<file path="src/inc/lpc_params.svh">
`ifndef LPC_PARAMS_SVH
`define LPC_PARAMS_SVH

`define LPC_ADDR_W 8
`define LPC_DATA_W 32

// Register byte offsets
`define LPC_OFS_CTRL 8'h00
`define LPC_OFS_CFG 8'h04
`define LPC_OFS_WAKE_EN 8'h08
`define LPC_OFS_FAST_EN 8'h0c
`define LPC_OFS_DOMAIN 8'h10
`define LPC_OFS_STATUS 8'h14
`define LPC_OFS_IRQ_STAT 8'h18
`define LPC_OFS_IRQ_MASK 8'h1c

// Control register fields
`define LPC_CTRL_REGOFF 0
`define LPC_CTRL_WAITREQ 1

// Configuration register fields
`define LPC_CFG_LPSEL 0
`define LPC_CFG_FLASH_LOW_POWER_FIELD_LO 1
`define LPC_CFG_FLASH_LOW_POWER_FIELD_HI 2
`define LPC_CFG_FWS_LO 3
`define LPC_CFG_FWS_HI 6
`define LPC_CFG_PLL 7
`define LPC_CFG_DEB_LO 8
`define LPC_CFG_DEB_HI 11
`define LPC_CFG_RST 12'h002

// Wake source enable layout
`define LPC_SRC_W 20
`define LPC_SRC_SM 16
`define LPC_SRC_RTC 17
`define LPC_SRC_RTT 18
`define LPC_SRC_USB 19
`define LPC_WAKE_RST 20'h00000
`define LPC_SRC_IDLE 20'h0ffff

// Domain switch register
`define LPC_DOM_W 3
`define LPC_DOM_PERIPH 0
`define LPC_DOM_MEM 1
`define LPC_DOM_XCVR 2
`define LPC_DOM_RST 3'h7

// Status register fields
`define LPC_ST_MASTER_CLOCK_READY_FLAG 8
`define LPC_ST_RCEN 9
`define LPC_ST_RCSEL 10

// Interrupt events
`define LPC_IRQ_W 4
`define LPC_IRQ_BACKUP_WAKE 0
`define LPC_IRQ_WAIT_WAKE 1
`define LPC_IRQ_SLEEP_WAKE 2
`define LPC_IRQ_WAIT_ENTER 3

// Timing
`define LPC_CLK_HZ 20000000
`define LPC_SLOW_HZ 32768
`define LPC_SLOW_DIV (`LPC_CLK_HZ / `LPC_SLOW_HZ)
`define LPC_RESYNC_CYC 4
`define LPC_RC_START_NS 5000
`define LPC_RC_START_CYC ((`LPC_RC_START_NS * (`LPC_CLK_HZ / 1000000) + 999) / 1000)
`define LPC_WAIT_WAKE_MAX_NS 10000
`define LPC_REG_START_US 300
`define LPC_REG_START_CYC (`LPC_REG_START_US * (`LPC_CLK_HZ / 1000000))
`define LPC_BACKUP_WAKE_MAX_US 500
`define LPC_CNT_W 14

`endif

</file>
<file path="src/inc/lpc_pkg.sv">
package lpc_pkg;
	typedef enum logic [5:0]
	{
		LPC_ACTIVE = 6'h01,
		LPC_SLEEP = 6'h02,
		LPC_WAIT_SYNC = 6'h04,
		LPC_WAIT = 6'h08,
		LPC_BACKUP = 6'h10,
		LPC_WAKE = 6'h20
	} lpc_state_t;
endpackage

</file>
<file path="src/core/lpc_core.sv">
// The register offsets and strobed register access were left to the implementer.
`timescale 1ns/1ns
`include "lpc_params.svh"

module lpc_core
#(
	parameter int REG_START_CYC = `LPC_REG_START_CYC
)
(
	input wire logic core_clk, // 20 MHz clock
	input wire logic reset, // Async reset, active high
	input wire logic [`LPC_ADDR_W-1:0] reg_addr, // Register byte address
	input wire logic [`LPC_DATA_W-1:0] reg_wdata, // Write data
	input wire logic reg_wr, // Write strobe
	input wire logic reg_rd, // Read strobe
	output logic [`LPC_DATA_W-1:0] reg_rdata, // Read data, cycle after strobe
	input wire logic deep_sleep_select, // Processor deep-sleep select bit
	input wire logic wait_for_interrupt_instr, // Pulse when core executes the instruction
	input wire logic irq_pending, // Any enabled interrupt pending
	input wire logic [15:0] wake_pins, // Asynchronous wake pins
	input wire logic supply_monitor_alarm, // Asynchronous supply monitor alarm
	input wire logic calendar_alarm, // Asynchronous calendar alarm
	input wire logic timer_alarm, // Asynchronous real-time timer alarm
	input wire logic usb_wake, // Asynchronous USB wake-up
	output lpc_pkg::lpc_state_t mode, // Current power state
	output logic core_clk_en, // Core clock gate
	output logic periph_clk_en, // Peripheral clock gate
	output logic mem_clk_en, // Memory clock gate
	output logic regulator_on, // Core regulators enable
	output logic core_supply_on, // Core supply switch
	output logic sram_supply_on, // SRAM supply switch
	output logic periph_supply_on, // Peripheral supply switch
	output logic transceiver_on, // Power-line transceiver supply
	output logic backup_region_on, // Backup region supply
	output logic fast_rc_on, // Fast RC oscillator enable
	output logic main_clk_rc_sel, // Master clock taken from fast RC 4 MHz
	output logic pll_enable, // PLL enable
	output logic core_reset, // Core held in reset
	output logic irq // Level interrupt
);
	import lpc_pkg::*;

	lpc_state_t state_ff, nxt_state;
	logic [`LPC_CNT_W-1:0] cnt_ff, nxt_cnt;
	logic [11:0] cfg_ff;
	logic [`LPC_SRC_W-1:0] wake_en_ff, fast_en_ff;
	logic [`LPC_DOM_W-1:0] dom_ff;
	logic [`LPC_IRQ_W-1:0] irq_stat_ff, irq_mask_ff, irq_set;
	logic [`LPC_DATA_W-1:0] rdata_ff;
	logic wait_req_ff, regoff_ff, master_clock_ready_flag_ff, rc_en_ff, rc_sel_ff, pll_ff, core_rst_ff;
	logic from_backup_ff;
	logic [19:0] src_s1_ff, src_s2_ff;
	logic [15:0] pin_stable_ff, pin_edge;
	logic [15:0] slow_cnt_ff;
	logic slow_tick;
	logic wr_ctrl, lp_cfg, flash_low_power_field_ok, backup_wake, fast_wake;

	function automatic logic hit(input logic [`LPC_ADDR_W-1:0] ofs);
		hit = (reg_addr == ofs);
	endfunction

	assign wr_ctrl = reg_wr && hit(`LPC_OFS_CTRL);
	assign flash_low_power_field_ok = ~cfg_ff[`LPC_CFG_FLASH_LOW_POWER_FIELD_HI];
	assign lp_cfg = cfg_ff[`LPC_CFG_LPSEL] || (state_ff != LPC_ACTIVE);

	// Two-stage synchronisers for pins and alarms
	always_ff @(posedge core_clk or posedge reset)
	begin
		if (reset)
		begin
			// Pins idle high; a low reset value would fake a transition
			src_s1_ff <= `LPC_SRC_IDLE;
			src_s2_ff <= `LPC_SRC_IDLE;
		end
		else
		begin
			src_s1_ff <= {usb_wake, timer_alarm, calendar_alarm, supply_monitor_alarm, wake_pins};
			src_s2_ff <= src_s1_ff;
		end
	end

	// Slow-clock enable for debouncing, as the backup region ticks at 32 kHz
	always_ff @(posedge core_clk or posedge reset)
	begin
		if (reset)
			slow_cnt_ff <= 16'h0000;
		else if (slow_tick)
			slow_cnt_ff <= 16'h0000;
		else
			slow_cnt_ff <= slow_cnt_ff + 16'h0001;
	end
	assign slow_tick = (slow_cnt_ff == 16'((`LPC_SLOW_DIV) - 1));

	// Per-pin debounce: level must hold for the configured slow ticks
	genvar gi;
	generate
		for (gi = 0; gi < 16; gi++)
		begin : g_deb
			logic [3:0] deb_ff;
			always_ff @(posedge core_clk or posedge reset)
			begin
				if (reset)
				begin
					deb_ff <= 4'h0;
					pin_stable_ff[gi] <= 1'b1;
				end
				else if (src_s2_ff[gi] == pin_stable_ff[gi])
					deb_ff <= 4'h0;
				else if (deb_ff >= cfg_ff[`LPC_CFG_DEB_HI:`LPC_CFG_DEB_LO])
				begin
					deb_ff <= 4'h0;
					pin_stable_ff[gi] <= src_s2_ff[gi];
				end
				else if (slow_tick)
					deb_ff <= deb_ff + 4'h1;
			end
			assign pin_edge[gi] = (src_s2_ff[gi] != pin_stable_ff[gi]) &&
				(deb_ff >= cfg_ff[`LPC_CFG_DEB_HI:`LPC_CFG_DEB_LO]);
		end
	endgenerate

	// Backup wake: debounced transitions plus alarms, each gated by its enable
	assign backup_wake = |(pin_edge & wake_en_ff[15:0]) ||
		|(src_s2_ff[`LPC_SRC_RTT:`LPC_SRC_SM] & wake_en_ff[`LPC_SRC_RTT:`LPC_SRC_SM]);
	// Fast start-up: low level on fast pins, alarms, USB wake
	assign fast_wake = |(~src_s2_ff[15:0] & fast_en_ff[15:0]) ||
		|(src_s2_ff[`LPC_SRC_USB:`LPC_SRC_SM] & fast_en_ff[`LPC_SRC_USB:`LPC_SRC_SM]);

	// Configuration registers
	always_ff @(posedge core_clk or posedge reset)
	begin
		if (reset)
		begin
			cfg_ff <= `LPC_CFG_RST;
			wake_en_ff <= `LPC_WAKE_RST;
			fast_en_ff <= `LPC_WAKE_RST;
			dom_ff <= `LPC_DOM_RST;
			irq_mask_ff <= 4'h0;
		end
		else if (reg_wr)
		begin
			if (hit(`LPC_OFS_CFG))
				cfg_ff <= reg_wdata[11:0];
			if (hit(`LPC_OFS_WAKE_EN))
				wake_en_ff <= reg_wdata[`LPC_SRC_W-1:0];
			if (hit(`LPC_OFS_FAST_EN))
				fast_en_ff <= reg_wdata[`LPC_SRC_W-1:0];
			if (hit(`LPC_OFS_DOMAIN))
				dom_ff <= reg_wdata[`LPC_DOM_W-1:0];
			if (hit(`LPC_OFS_IRQ_MASK))
				irq_mask_ff <= reg_wdata[`LPC_IRQ_W-1:0];
		end
	end

	// Entry requests latched from control writes
	always_ff @(posedge core_clk or posedge reset)
	begin
		if (reset)
		begin
			wait_req_ff <= 1'b0;
			regoff_ff <= 1'b0;
		end
		else
		begin
			wait_req_ff <= wr_ctrl && reg_wdata[`LPC_CTRL_WAITREQ] &&
				cfg_ff[`LPC_CFG_LPSEL] && flash_low_power_field_ok;
			regoff_ff <= wr_ctrl && reg_wdata[`LPC_CTRL_REGOFF] && deep_sleep_select;
		end
	end

	// Mode sequencer
	always_comb
	begin
		nxt_state = state_ff;
		nxt_cnt = cnt_ff;
		case (state_ff)
			LPC_ACTIVE:
			begin
				nxt_cnt = '0;
				if (regoff_ff)
					nxt_state = LPC_BACKUP;
				else if (wait_req_ff)
					nxt_state = LPC_WAIT_SYNC;
				else if (wait_for_interrupt_instr && !cfg_ff[`LPC_CFG_LPSEL] && !irq_pending)
					nxt_state = LPC_SLEEP;
			end
			LPC_SLEEP:
			begin
				if (irq_pending)
					nxt_state = LPC_ACTIVE;
			end
			LPC_WAIT_SYNC:
			begin
				// Resync delay to the main clock domain before clocks stop
				nxt_cnt = cnt_ff + 1'b1;
				if (cnt_ff == `LPC_CNT_W'(`LPC_RESYNC_CYC - 1))
				begin
					nxt_state = LPC_WAIT;
					nxt_cnt = '0;
				end
			end
			LPC_WAIT:
			begin
				nxt_cnt = '0;
				if (fast_wake)
					nxt_state = LPC_WAKE;
			end
			LPC_BACKUP:
			begin
				nxt_cnt = '0;
				if (backup_wake)
					nxt_state = LPC_WAKE;
			end
			LPC_WAKE:
			begin
				// Regulator start-up from backup, RC start-up from wait
				nxt_cnt = cnt_ff + 1'b1;
				if (from_backup_ff ? (cnt_ff == `LPC_CNT_W'(REG_START_CYC - 1)) :
					(cnt_ff == `LPC_CNT_W'(`LPC_RC_START_CYC - 1)))
					nxt_state = LPC_ACTIVE;
			end
			default:
			begin
				nxt_state = LPC_ACTIVE;
				nxt_cnt = '0;
			end
		endcase
	end

	always_ff @(posedge core_clk or posedge reset)
	begin
		if (reset)
		begin
			state_ff <= LPC_ACTIVE;
			cnt_ff <= '0;
		end
		else
		begin
			state_ff <= nxt_state;
			cnt_ff <= nxt_cnt;
		end
	end

	always_ff @(posedge core_clk or posedge reset)
	begin
		if (reset)
			from_backup_ff <= 1'b0;
		else if (state_ff == LPC_BACKUP)
			from_backup_ff <= 1'b1;
		else if (state_ff == LPC_WAIT)
			from_backup_ff <= 1'b0;
	end

	// Clock source status: master clock ready is low from wait or backup entry until the wake restart ends
	always_ff @(posedge core_clk or posedge reset)
	begin
		if (reset)
		begin
			master_clock_ready_flag_ff <= 1'b1;
			rc_en_ff <= 1'b1;
			rc_sel_ff <= 1'b1;
			pll_ff <= 1'b0;
		end
		else if (nxt_state == LPC_WAKE && state_ff != LPC_WAKE)
		begin
			rc_en_ff <= 1'b1;
			rc_sel_ff <= 1'b1;
			pll_ff <= 1'b0;
		end
		else if (nxt_state == LPC_ACTIVE && state_ff == LPC_WAKE)
			master_clock_ready_flag_ff <= 1'b1;
		else if (state_ff == LPC_WAIT_SYNC || state_ff == LPC_BACKUP)
		begin
			master_clock_ready_flag_ff <= 1'b0;
			if (nxt_state == LPC_WAIT || state_ff == LPC_BACKUP)
				rc_en_ff <= 1'b0;
		end
		else if (reg_wr && hit(`LPC_OFS_CFG))
		begin
			pll_ff <= reg_wdata[`LPC_CFG_PLL];
			if (reg_wdata[`LPC_CFG_PLL])
				rc_sel_ff <= 1'b0;
		end
	end

	// Core held in reset across backup and its recovery
	always_ff @(posedge core_clk or posedge reset)
	begin
		if (reset)
			core_rst_ff <= 1'b0;
		else if (state_ff == LPC_BACKUP)
			core_rst_ff <= 1'b1;
		else if (state_ff == LPC_WAKE && nxt_state == LPC_ACTIVE)
			core_rst_ff <= 1'b0;
	end

	// Sticky interrupt events, set wins over write-one clear
	always_comb
	begin
		irq_set = '0;
		irq_set[`LPC_IRQ_BACKUP_WAKE] = (state_ff == LPC_BACKUP) && (nxt_state == LPC_WAKE);
		irq_set[`LPC_IRQ_WAIT_WAKE] = (state_ff == LPC_WAIT) && (nxt_state == LPC_WAKE);
		irq_set[`LPC_IRQ_SLEEP_WAKE] = (state_ff == LPC_SLEEP) && (nxt_state == LPC_ACTIVE);
		irq_set[`LPC_IRQ_WAIT_ENTER] = (state_ff == LPC_WAIT_SYNC) && (nxt_state == LPC_WAIT);
	end

	always_ff @(posedge core_clk or posedge reset)
	begin
		if (reset)
			irq_stat_ff <= '0;
		else if (reg_wr && hit(`LPC_OFS_IRQ_STAT))
			irq_stat_ff <= (irq_stat_ff & ~reg_wdata[`LPC_IRQ_W-1:0]) | irq_set;
		else
			irq_stat_ff <= irq_stat_ff | irq_set;
	end

	// Read data, one cycle after the strobe; unmapped reads return zero
	always_ff @(posedge core_clk or posedge reset)
	begin
		if (reset)
			rdata_ff <= '0;
		else if (reg_rd)
		begin
			rdata_ff <= '0;
			case (reg_addr)
				`LPC_OFS_CFG: rdata_ff[11:0] <= cfg_ff;
				`LPC_OFS_WAKE_EN: rdata_ff[`LPC_SRC_W-1:0] <= wake_en_ff;
				`LPC_OFS_FAST_EN: rdata_ff[`LPC_SRC_W-1:0] <= fast_en_ff;
				`LPC_OFS_DOMAIN: rdata_ff[`LPC_DOM_W-1:0] <= dom_ff;
				`LPC_OFS_STATUS:
				begin
					rdata_ff[5:0] <= state_ff;
					rdata_ff[`LPC_ST_MASTER_CLOCK_READY_FLAG] <= master_clock_ready_flag_ff;
					rdata_ff[`LPC_ST_RCEN] <= rc_en_ff;
					rdata_ff[`LPC_ST_RCSEL] <= rc_sel_ff;
				end
				`LPC_OFS_IRQ_STAT: rdata_ff[`LPC_IRQ_W-1:0] <= irq_stat_ff;
				`LPC_OFS_IRQ_MASK: rdata_ff[`LPC_IRQ_W-1:0] <= irq_mask_ff;
				default: rdata_ff <= '0;
			endcase
		end
		else
			rdata_ff <= '0;
	end

	assign reg_rdata = rdata_ff;
	assign irq = |(irq_stat_ff & irq_mask_ff);
	assign mode = state_ff;

	// Power and clock gating per state
	assign core_clk_en = (state_ff == LPC_ACTIVE) || (state_ff == LPC_WAIT_SYNC);
	assign periph_clk_en = dom_ff[`LPC_DOM_PERIPH] &&
		(state_ff == LPC_ACTIVE || state_ff == LPC_SLEEP || state_ff == LPC_WAIT_SYNC);
	assign mem_clk_en = dom_ff[`LPC_DOM_MEM] &&
		(state_ff == LPC_ACTIVE || state_ff == LPC_SLEEP || state_ff == LPC_WAIT_SYNC);
	assign regulator_on = (state_ff != LPC_BACKUP);
	assign core_supply_on = (state_ff != LPC_BACKUP);
	assign sram_supply_on = dom_ff[`LPC_DOM_MEM] && (state_ff != LPC_BACKUP);
	assign periph_supply_on = dom_ff[`LPC_DOM_PERIPH] && (state_ff != LPC_BACKUP);
	assign transceiver_on = dom_ff[`LPC_DOM_XCVR] && !lp_cfg;
	assign backup_region_on = 1'b1;
	assign fast_rc_on = rc_en_ff;
	assign main_clk_rc_sel = rc_sel_ff;
	assign pll_enable = pll_ff;
	assign core_reset = core_rst_ff;
endmodule

</file>
<file path="config.mk">
export PLATFORM = sky130hd
export DESIGN_NAME = lpc_core
export DESIGN_NICKNAME = d
export VERILOG_FILES = /design/src/inc/lpc_pkg.sv /design/src/core/lpc_core.sv
export VERILOG_INCLUDE_DIRS = /design/src /design/src/inc
export SDC_FILE = /design/constraint.sdc
export NUM_CORES = 1
export LEC_CHECK = 0
export BUFFER_PORTS_ARGS = -buffer_cell sky130_fd_sc_hd__buf_2
export CAP_MARGIN = 40
export CORE_ASPECT_RATIO = 2
export CORE_UTILIZATION = 51
export DETAILED_ROUTE_END_ITERATION = 8
export GPL_ROUTABILITY_DRIVEN = 0
export PLACE_DENSITY = 0.7
export SLEW_MARGIN = 0
export SYNTH_ARGS = -nofsm -noshare
export SYNTH_HDL_FRONTEND = slang
export SYNTH_SLANG_ARGS = --single-unit
</file>
<file path="constraint.sdc">
create_clock -name core_clk -period 12.2 [get_ports core_clk]
set_input_delay 1.22 -clock core_clk [delete_from_list [all_inputs] [get_ports core_clk]]
set_output_delay 1.22 -clock core_clk [all_outputs]
set_load 0.03 [all_outputs]
</file>
==> impl_metrics.ini, run 1 <==
[status]
status = complete, no violations

[sta]
fmax_mhz = 260.4
post-route-period-util = 0.3147
skew_ns = 0.009106
tns_ns = 0
max-slew-margin-rel = 0.4125
rsz0062_at_grt = no
hold_viol_final = 0
drv_slew = 0
fin_crit_ns = 3.840
worstMarginPinSlew_ns = 0.8812
setup_viol = 0

[worst_setup_path]
rrSetupSlack_ns = 9.12
worstRegToRegCells = 9
cp-startpoint = mode[5]$_DFF_PP0_
reg2reg_from = cfg_ff[8]$_DFFE_PP0P_
crit_fanout = 8
crit_arrival_ns = 2.62
reg2reg_to = fast_rc_on$_DFFE_PP1P_
end_kind = primary output
startpoint_type = flop
cp_data_required_time_ns = 10.98
path_class = reg -> out

[pwr]
switchingPower_uw = 465.4
vdd_drop_max_uv = 125.4
p_per_area_nw_per_um2 = 130.9
switching_share = 0.2563
pwr-share-seq = 0.482
finalPower_mw = 1.816
pwr-share-comb = 0.094
clkPwrFrac = 0.423
p_int_mw = 1.350
power.leakage_nw = 6.741

[min_path]
hold_depth = 0
hold_path_class = reg -> reg
hp-start = src_s1_ff[18]$_DFF_PP0_
whs_endpoint = src_s2_ff[18]$_DFF_PP0_

[yosys]
syn_inst = 1109
synth-seq-cells = 247
avgSynthCellArea_sq_um = 11.06
ys_top_cells_by_area = dfrtp_1 39%, dfstp_2 12%, ha_1 8.5%
yosys.area.top_type_share = 0.3895
synth_most_common_cell = dfrtp_1
netlist_area_sq_um = 12270
async_reset_ff_frac = 1.000
yosys_most_used_dff = dfrtp_1
synth_top_area_cell = dfrtp_1
synth-edff-count = 0
synth_common_cells = 191 x dfrtp_1, 123 x nand2_1, 109 x nor2_1, 83 x ha_1, 82 x mux2_2
yosys_warnings = 0
ys_seq_area_frac = 0.5094
yosysUniqueCellTypes = 67

[cts]
clk-insertion-delay-late_ns = 0.54
postCtsSetupBuffers = 0
cts_tree = yes
cts_sinks = 247
clockBufferDepth = 3
cts_inserted_buffers = 23
ctsHoldBuffers = 0
cts-resized-gates = 0
clk_pin_slew_worst_paths_ns = 0.07
htree_levels = 1
cts_root_buffer = clkbuf_16

[routing]
wl_per_cell_um = 18.35
first_pass_iters = 5
routed_wl_um = 27820
drc = 0
ant_nets = 0
drt_iter0_drc = 351
viasPerCell = 5.565
vias = 8436

[die]
core_sq_um = 23720
start_util = 0.5172
chipHeight_um = 221.4
die-area_sq_um = 24720
rows = 80
ioPinCount = 119
die_w_um = 111.7

[placement]
detailed_place_hpwl_um = 20280
io_buffers = 93
place_inst = 1474
dpl_cell_area_sq_um = 13050

[finish]
layout-drive-gt1-share = 0.2531
final_area_sq_um = 13870
final_cells = 1516
final_nets = 1362
final_util = 0.5845
antenna_cells = 0
syn_to_final_growth_pct = 13.01

[grt]
grt_max_degree = 108
gr-total-overflow = 0
grt_pass1_vias = 8852
grt_pass1_wl_um = 45420
track_usage = 0.2342
antenna_found_initial = 0

[run]
maxCapViolCount = 0
==> placed cells by master (no fill, tap or decap), types with 4 or more instances in the layout <==
master,count
a211oi_1,6
a21o_1,10
a21oi_1,29
a221oi_1,4
a222oi_1,9
a22oi_1,9
and2_1,12
and3_1,11
buf_2,93
buf_4,11
clkbuf_16,23
clkbuf_8,4
clkinv_2,4
conb_1,13
dfrtp_1,191
dfstp_2,56
ha_1,83
inv_1,47
mux2_2,82
mux2i_1,11
nand2_1,123
nand2b_1,18
nand3_1,17
nand4_1,23
nor2_1,109
nor3_1,16
nor4_1,7
o2111ai_1,5
o21a_1,6
o21ai_0,28
o22ai_1,4
or2_2,4
xnor2_1,30
xor2_1,61
==> power by group through the flow <==
stage | Combinational (mW) | Clock (mW) | Sequential, mW
global placement | 0.168 | 0 | 0.890
global route | 0.191 | 0.816 | 0.879
floorplan | 0.120 | 0 | 0.883
detailed placement | 0.173 | 0 | 0.890
CTS | 0.174 | 0.785 | 0.876
finish | 0.171 | 0.768 | 0.876
==> state kept, by name, summed over array words and instances, names as in the netlist, 3 cells and up <==
| register | count |
|---|---|
| g_deb.deb_ff | 64 |
| cnt_ff | 14 |
| pin_stable_ff | 16 |
| slow_cnt_ff | 16 |
| fast_en_ff | 20 |
| dom_ff | 3 |
| cfg_ff | 12 |
| reg_rdata | 20 |
| mode | 6 |
| irq_mask_ff | 4 |
| src_s1_ff | 20 |
| src_s2_ff | 20 |
| irq_stat_ff | 4 |
| wake_en_ff | 20 |
==> critical path: stages, from the launching register on <==
cell and delay, ns:
dfrtp_1 0.49, or4b_2 0.75, nor3_4 0.19, inv_1 0.24
and2_1 0.23, buf_2 0.17
==> worst max path at each step <==
stage,slack [ns],depth (start not counted),to
floorplan,4.29,1,cfg_ff[0]$_DFFE_PP0P_
global placement,8.49,4,g_deb[0].deb_ff[0]$_DFFE_PP0P_
detailed placement,8.68,7,main_clk_rc_sel$_DFFE_PP1P_
CTS,8.37,5,sram_supply_on
global route,8.31,5,sram_supply_on
finish,8.36,5,sram_supply_on
==> stage by stage <==
stage	hold slack [ns]	setup WS, ns
2_1_floorplan	0.3312	4.286
3_3_place_gp	0.3330	8.486
3_5_place_dp	0.3370	8.677
4_1_cts	0.3486	8.373
5_1_grt	0.3524	8.306
6_report	0.3451	8.360
==> routing by layer <==
layer  track usage  vias to the layer above  routed length, um
met3       0.02383                       61                790
met1        0.2465                     4201              10070
met4        0.1042                        0               1075
met2        0.4576                      147              15880
met5             0                        -                  0
li1              -                     4027                  -
==> logic make-up (layout without fill, tap and decap cells) <==
family,count (synthesis),count (layout),synth area share
xor gates and xnor gates,91,91,0.06495
muxes,93,93,0.08423
and+or+nand+nor,367,367,0.1416
other,2,13,0.0006120
buffers and inverters,88,197,0.03243
adders and majority gates,83,83,0.08463
AOI/OAI and AO/OA,138,138,0.08208
DFF,247,247,0.5094
==> area by class of cell <==
| cell class | instances | area [sq um] |
|---|---|---|
| fill | 2013 | 9856 |
| sequential | 247 | 6251 |
| multi-input combinational | 785 | 5664 |
| clock buffer | 28 | 634.4 |
| timing repair buffer | 107 | 589.3 |
| tap | 287 | 359.1 |
| inverter | 48 | 187.7 |
| clock inverter | 14 | 181.4 |
(Power assumes the default switching activity.)
==> inputs of run 2 (changes only) <==
==> constraint.sdc (replaced) <==
create_clock -name core_clk -period 4.01 [get_ports core_clk]
set_input_delay 0.401 -clock core_clk [delete_from_list [all_inputs] [get_ports core_clk]]
set_output_delay 0.401 -clock core_clk [all_outputs]
set_load 0.03 [all_outputs]
==> run 2 against run 1 <==
Effect of this change:
- the flow now finishes with violations (DRC)
- sequential share of layout area shrank 0.45 points
- global-route usage increased by 0.50 points
- die area unchanged
- register-to-register slack got worse by 8.3 ns
- count of clock-buffer cells in the layout unchanged
- hold slack got worse by 0.34 ns
- sequential cell count unchanged
- critical path depth is 3 higher
- cell count rose by 1.5%
- routed wire length up 2.5%
- first-iteration DRC count grew 42%
- setup slack worse by 7.5 ns
- largest power group unchanged
==> impl_metrics.ini, run 2 (synthesized netlist as in run 1, its figures left out) <==
[worst_setup_path]
startpoint_type = flop
rrSetupSlack_ns = 0.86
reg2reg_from = cfg_ff[8]$_DFFE_PP0P_
cp_data_required_time_ns = 4.47
worstRegToRegCells = 8
crit_buf_inv = 0
end_kind = flop
cp_top_family = compound AO/OA/AOI/OAI gates
crit_arrival_ns = 3.61
reg2reg_to = fast_rc_on$_DFFE_PP1P_
crit_fanout = 15
slowest_stage = dfrtp_1
crit_cells = 8
crit_chain = ha_1 > nand2b_1 > a2111oi_2 > nor3_1 > nor4_1 > o2111a_2 > a21oi_2 > a311o_1
cpPeakStageDelay_ns = 0.87
path_class = reg -> reg

[finish]
regMostFlops = g_deb.deb_ff
layout_commonest_cell = dfrtp_1
final_nets = 1385
antenna_cells = 0
largest_reg_flops = 64
final_cells = 1538
syn_to_final_growth_pct = 14.14
final_util = 0.5904
final_cell_mix = 191 x dfrtp_1, 123 x nand2_1, 109 x nor2_1
layout-drive-gt1-share = 0.2494

[routing]
routed_wl_um = 28530
wl_per_cell_um = 18.55
vias = 8517
drc = 1
first_pass_iters = 7
viasPerCell = 5.538
drt_iter0_drc = 498
ant_nets = 0

[cts]
clk-insertion-delay-late_ns = 0.53
cts_inserted_buffers = 22
cts_sinks = 247
clk_pin_slew_worst_paths_ns = 0.07
cts_root_buffer = clkbuf_16
clockBufferDepth = 3
htree_levels = 1
postCtsSetupBuffers = 0
cts_tree = yes

[sta]
drv_slew = 0
post-route-period-util = 0.7863
tns_ns = 0
fin_crit_ns = 3.153
fmax_mhz = 317.2
skew_ns = 0.01152
setup_viol = 0
hold_viol_final = 0
worstMarginPinSlew_ns = 0.8643
rsz0062_at_grt = no
max-slew-margin-rel = 0.4238

[die]
die_w_um = 111.7
start_util = 0.5172
ioPinCount = 119
rows = 80
die-area_sq_um = 24720
core_sq_um = 23720
chipHeight_um = 221.4

[pwr]
p_per_area_nw_per_um2 = 380.7
vdd_drop_max_uv = 429.1
power.leakage_nw = 6.794

[grt]
grt_pass1_vias = 8917
track_usage = 0.2392
gr-total-overflow = 0
grt_pass1_wl_um = 46090
grt_max_degree = 101
antenna_found_initial = 0

[min_path]
hold_path_class = in -> async

[placement]
place_inst = 1478
io_buffers = 93
detailed_place_hpwl_um = 20660

[run]
maxCapViolCount = 0

[status]
violations = DRC
status = finished, violations left
-- run 2: cell types whose count changed in the layout (fill, tap and decap cells not counted), moves of 2 or more --
cell           delta
dlygate4sd3_1    +20
buf_4             +3
buf_12            +2
bufinv_16         -2
clkinv_2          +2
clkinv_4          -2
clkinvlp_4        +2
inv_8             -2
-- run 2: worst max path at each step --
stage / start / end / slack, ns
6_report: cfg_ff[8]$_DFFE_PP0P_ / fast_rc_on$_DFFE_PP1P_ / 0.86
5_1_grt: cfg_ff[8]$_DFFE_PP0P_ / main_clk_rc_sel$_DFFE_PP1P_ / 0.70
4_1_cts: cfg_ff[8]$_DFFE_PP0P_ / fast_rc_on$_DFFE_PP1P_ / 0.86
3_5_place_dp: cfg_ff[8]$_DFFE_PP0P_ / fast_rc_on$_DFFE_PP1P_ / 0.86
3_3_place_gp: cfg_ff[8]$_DFFE_PP0P_ / fast_rc_on$_DFFE_PP1P_ / 0.93
2_1_floorplan: reset / cfg_ff[0]$_DFFE_PP0P_ / 0.41
-- run 2: repair_timing --
action,in CTS,in global routing
hold endpoints to repair,20,0
resized for setup,0,0
hold buffers,20,0
-- run 2: area by class of cell --
cell class | count | area, sq um
clock buffer | 28 | 624.3
tap | 287 | 359.1
fill | 1991 | 9717
clock inverter | 12 | 98.84
timing repair buffer | 131 | 824.5
multi-input combinational | 785 | 5664
sequential | 247 | 6251
inverter | 48 | 183.9
-- run 2: worst register-to-register path, cell delays in order, from the launching register on --
cell	delay, ns
dfrtp_1	0.87
ha_1	0.36
nand2b_1	0.15
a2111oi_2	0.40
nor3_1	0.16
nor4_1	0.41
o2111a_2	0.33
a21oi_2	0.12
a311o_1	0.29
-- run 2: metrics by stage --
stage                     worst slack [ns]  hold WS [ns]  power, mW  cell area, sq um
after global routing                0.7050       0.06448      5.528             14010
after CTS                           0.8561       0.01248      5.393             14010
after floorplan                     0.4090        0.3312      3.055             12320
final                               0.8571      0.006482      5.332             14010
after global placement              0.9303        0.3345      3.227             13070
after detailed placement            0.8554        0.3363      3.243             13080
-- run 2: routing by layer --
layer  up-vias  track usage  share of wire
li1       4061            -              -
met1      4234       0.2542           0.37
met2       161       0.4600           0.56
met3        61      0.02684          0.032
met4         0       0.1129          0.043
met5         -            0              0
-- run 2: power by group --
part	internal (mW)	leakage (nW)	total, mW	switching (mW)
combinational	0.196	3.26	0.541	0.345
clock	1.18	0.350	2.12	0.946
sequential	2.59	3.18	2.67	0.0831
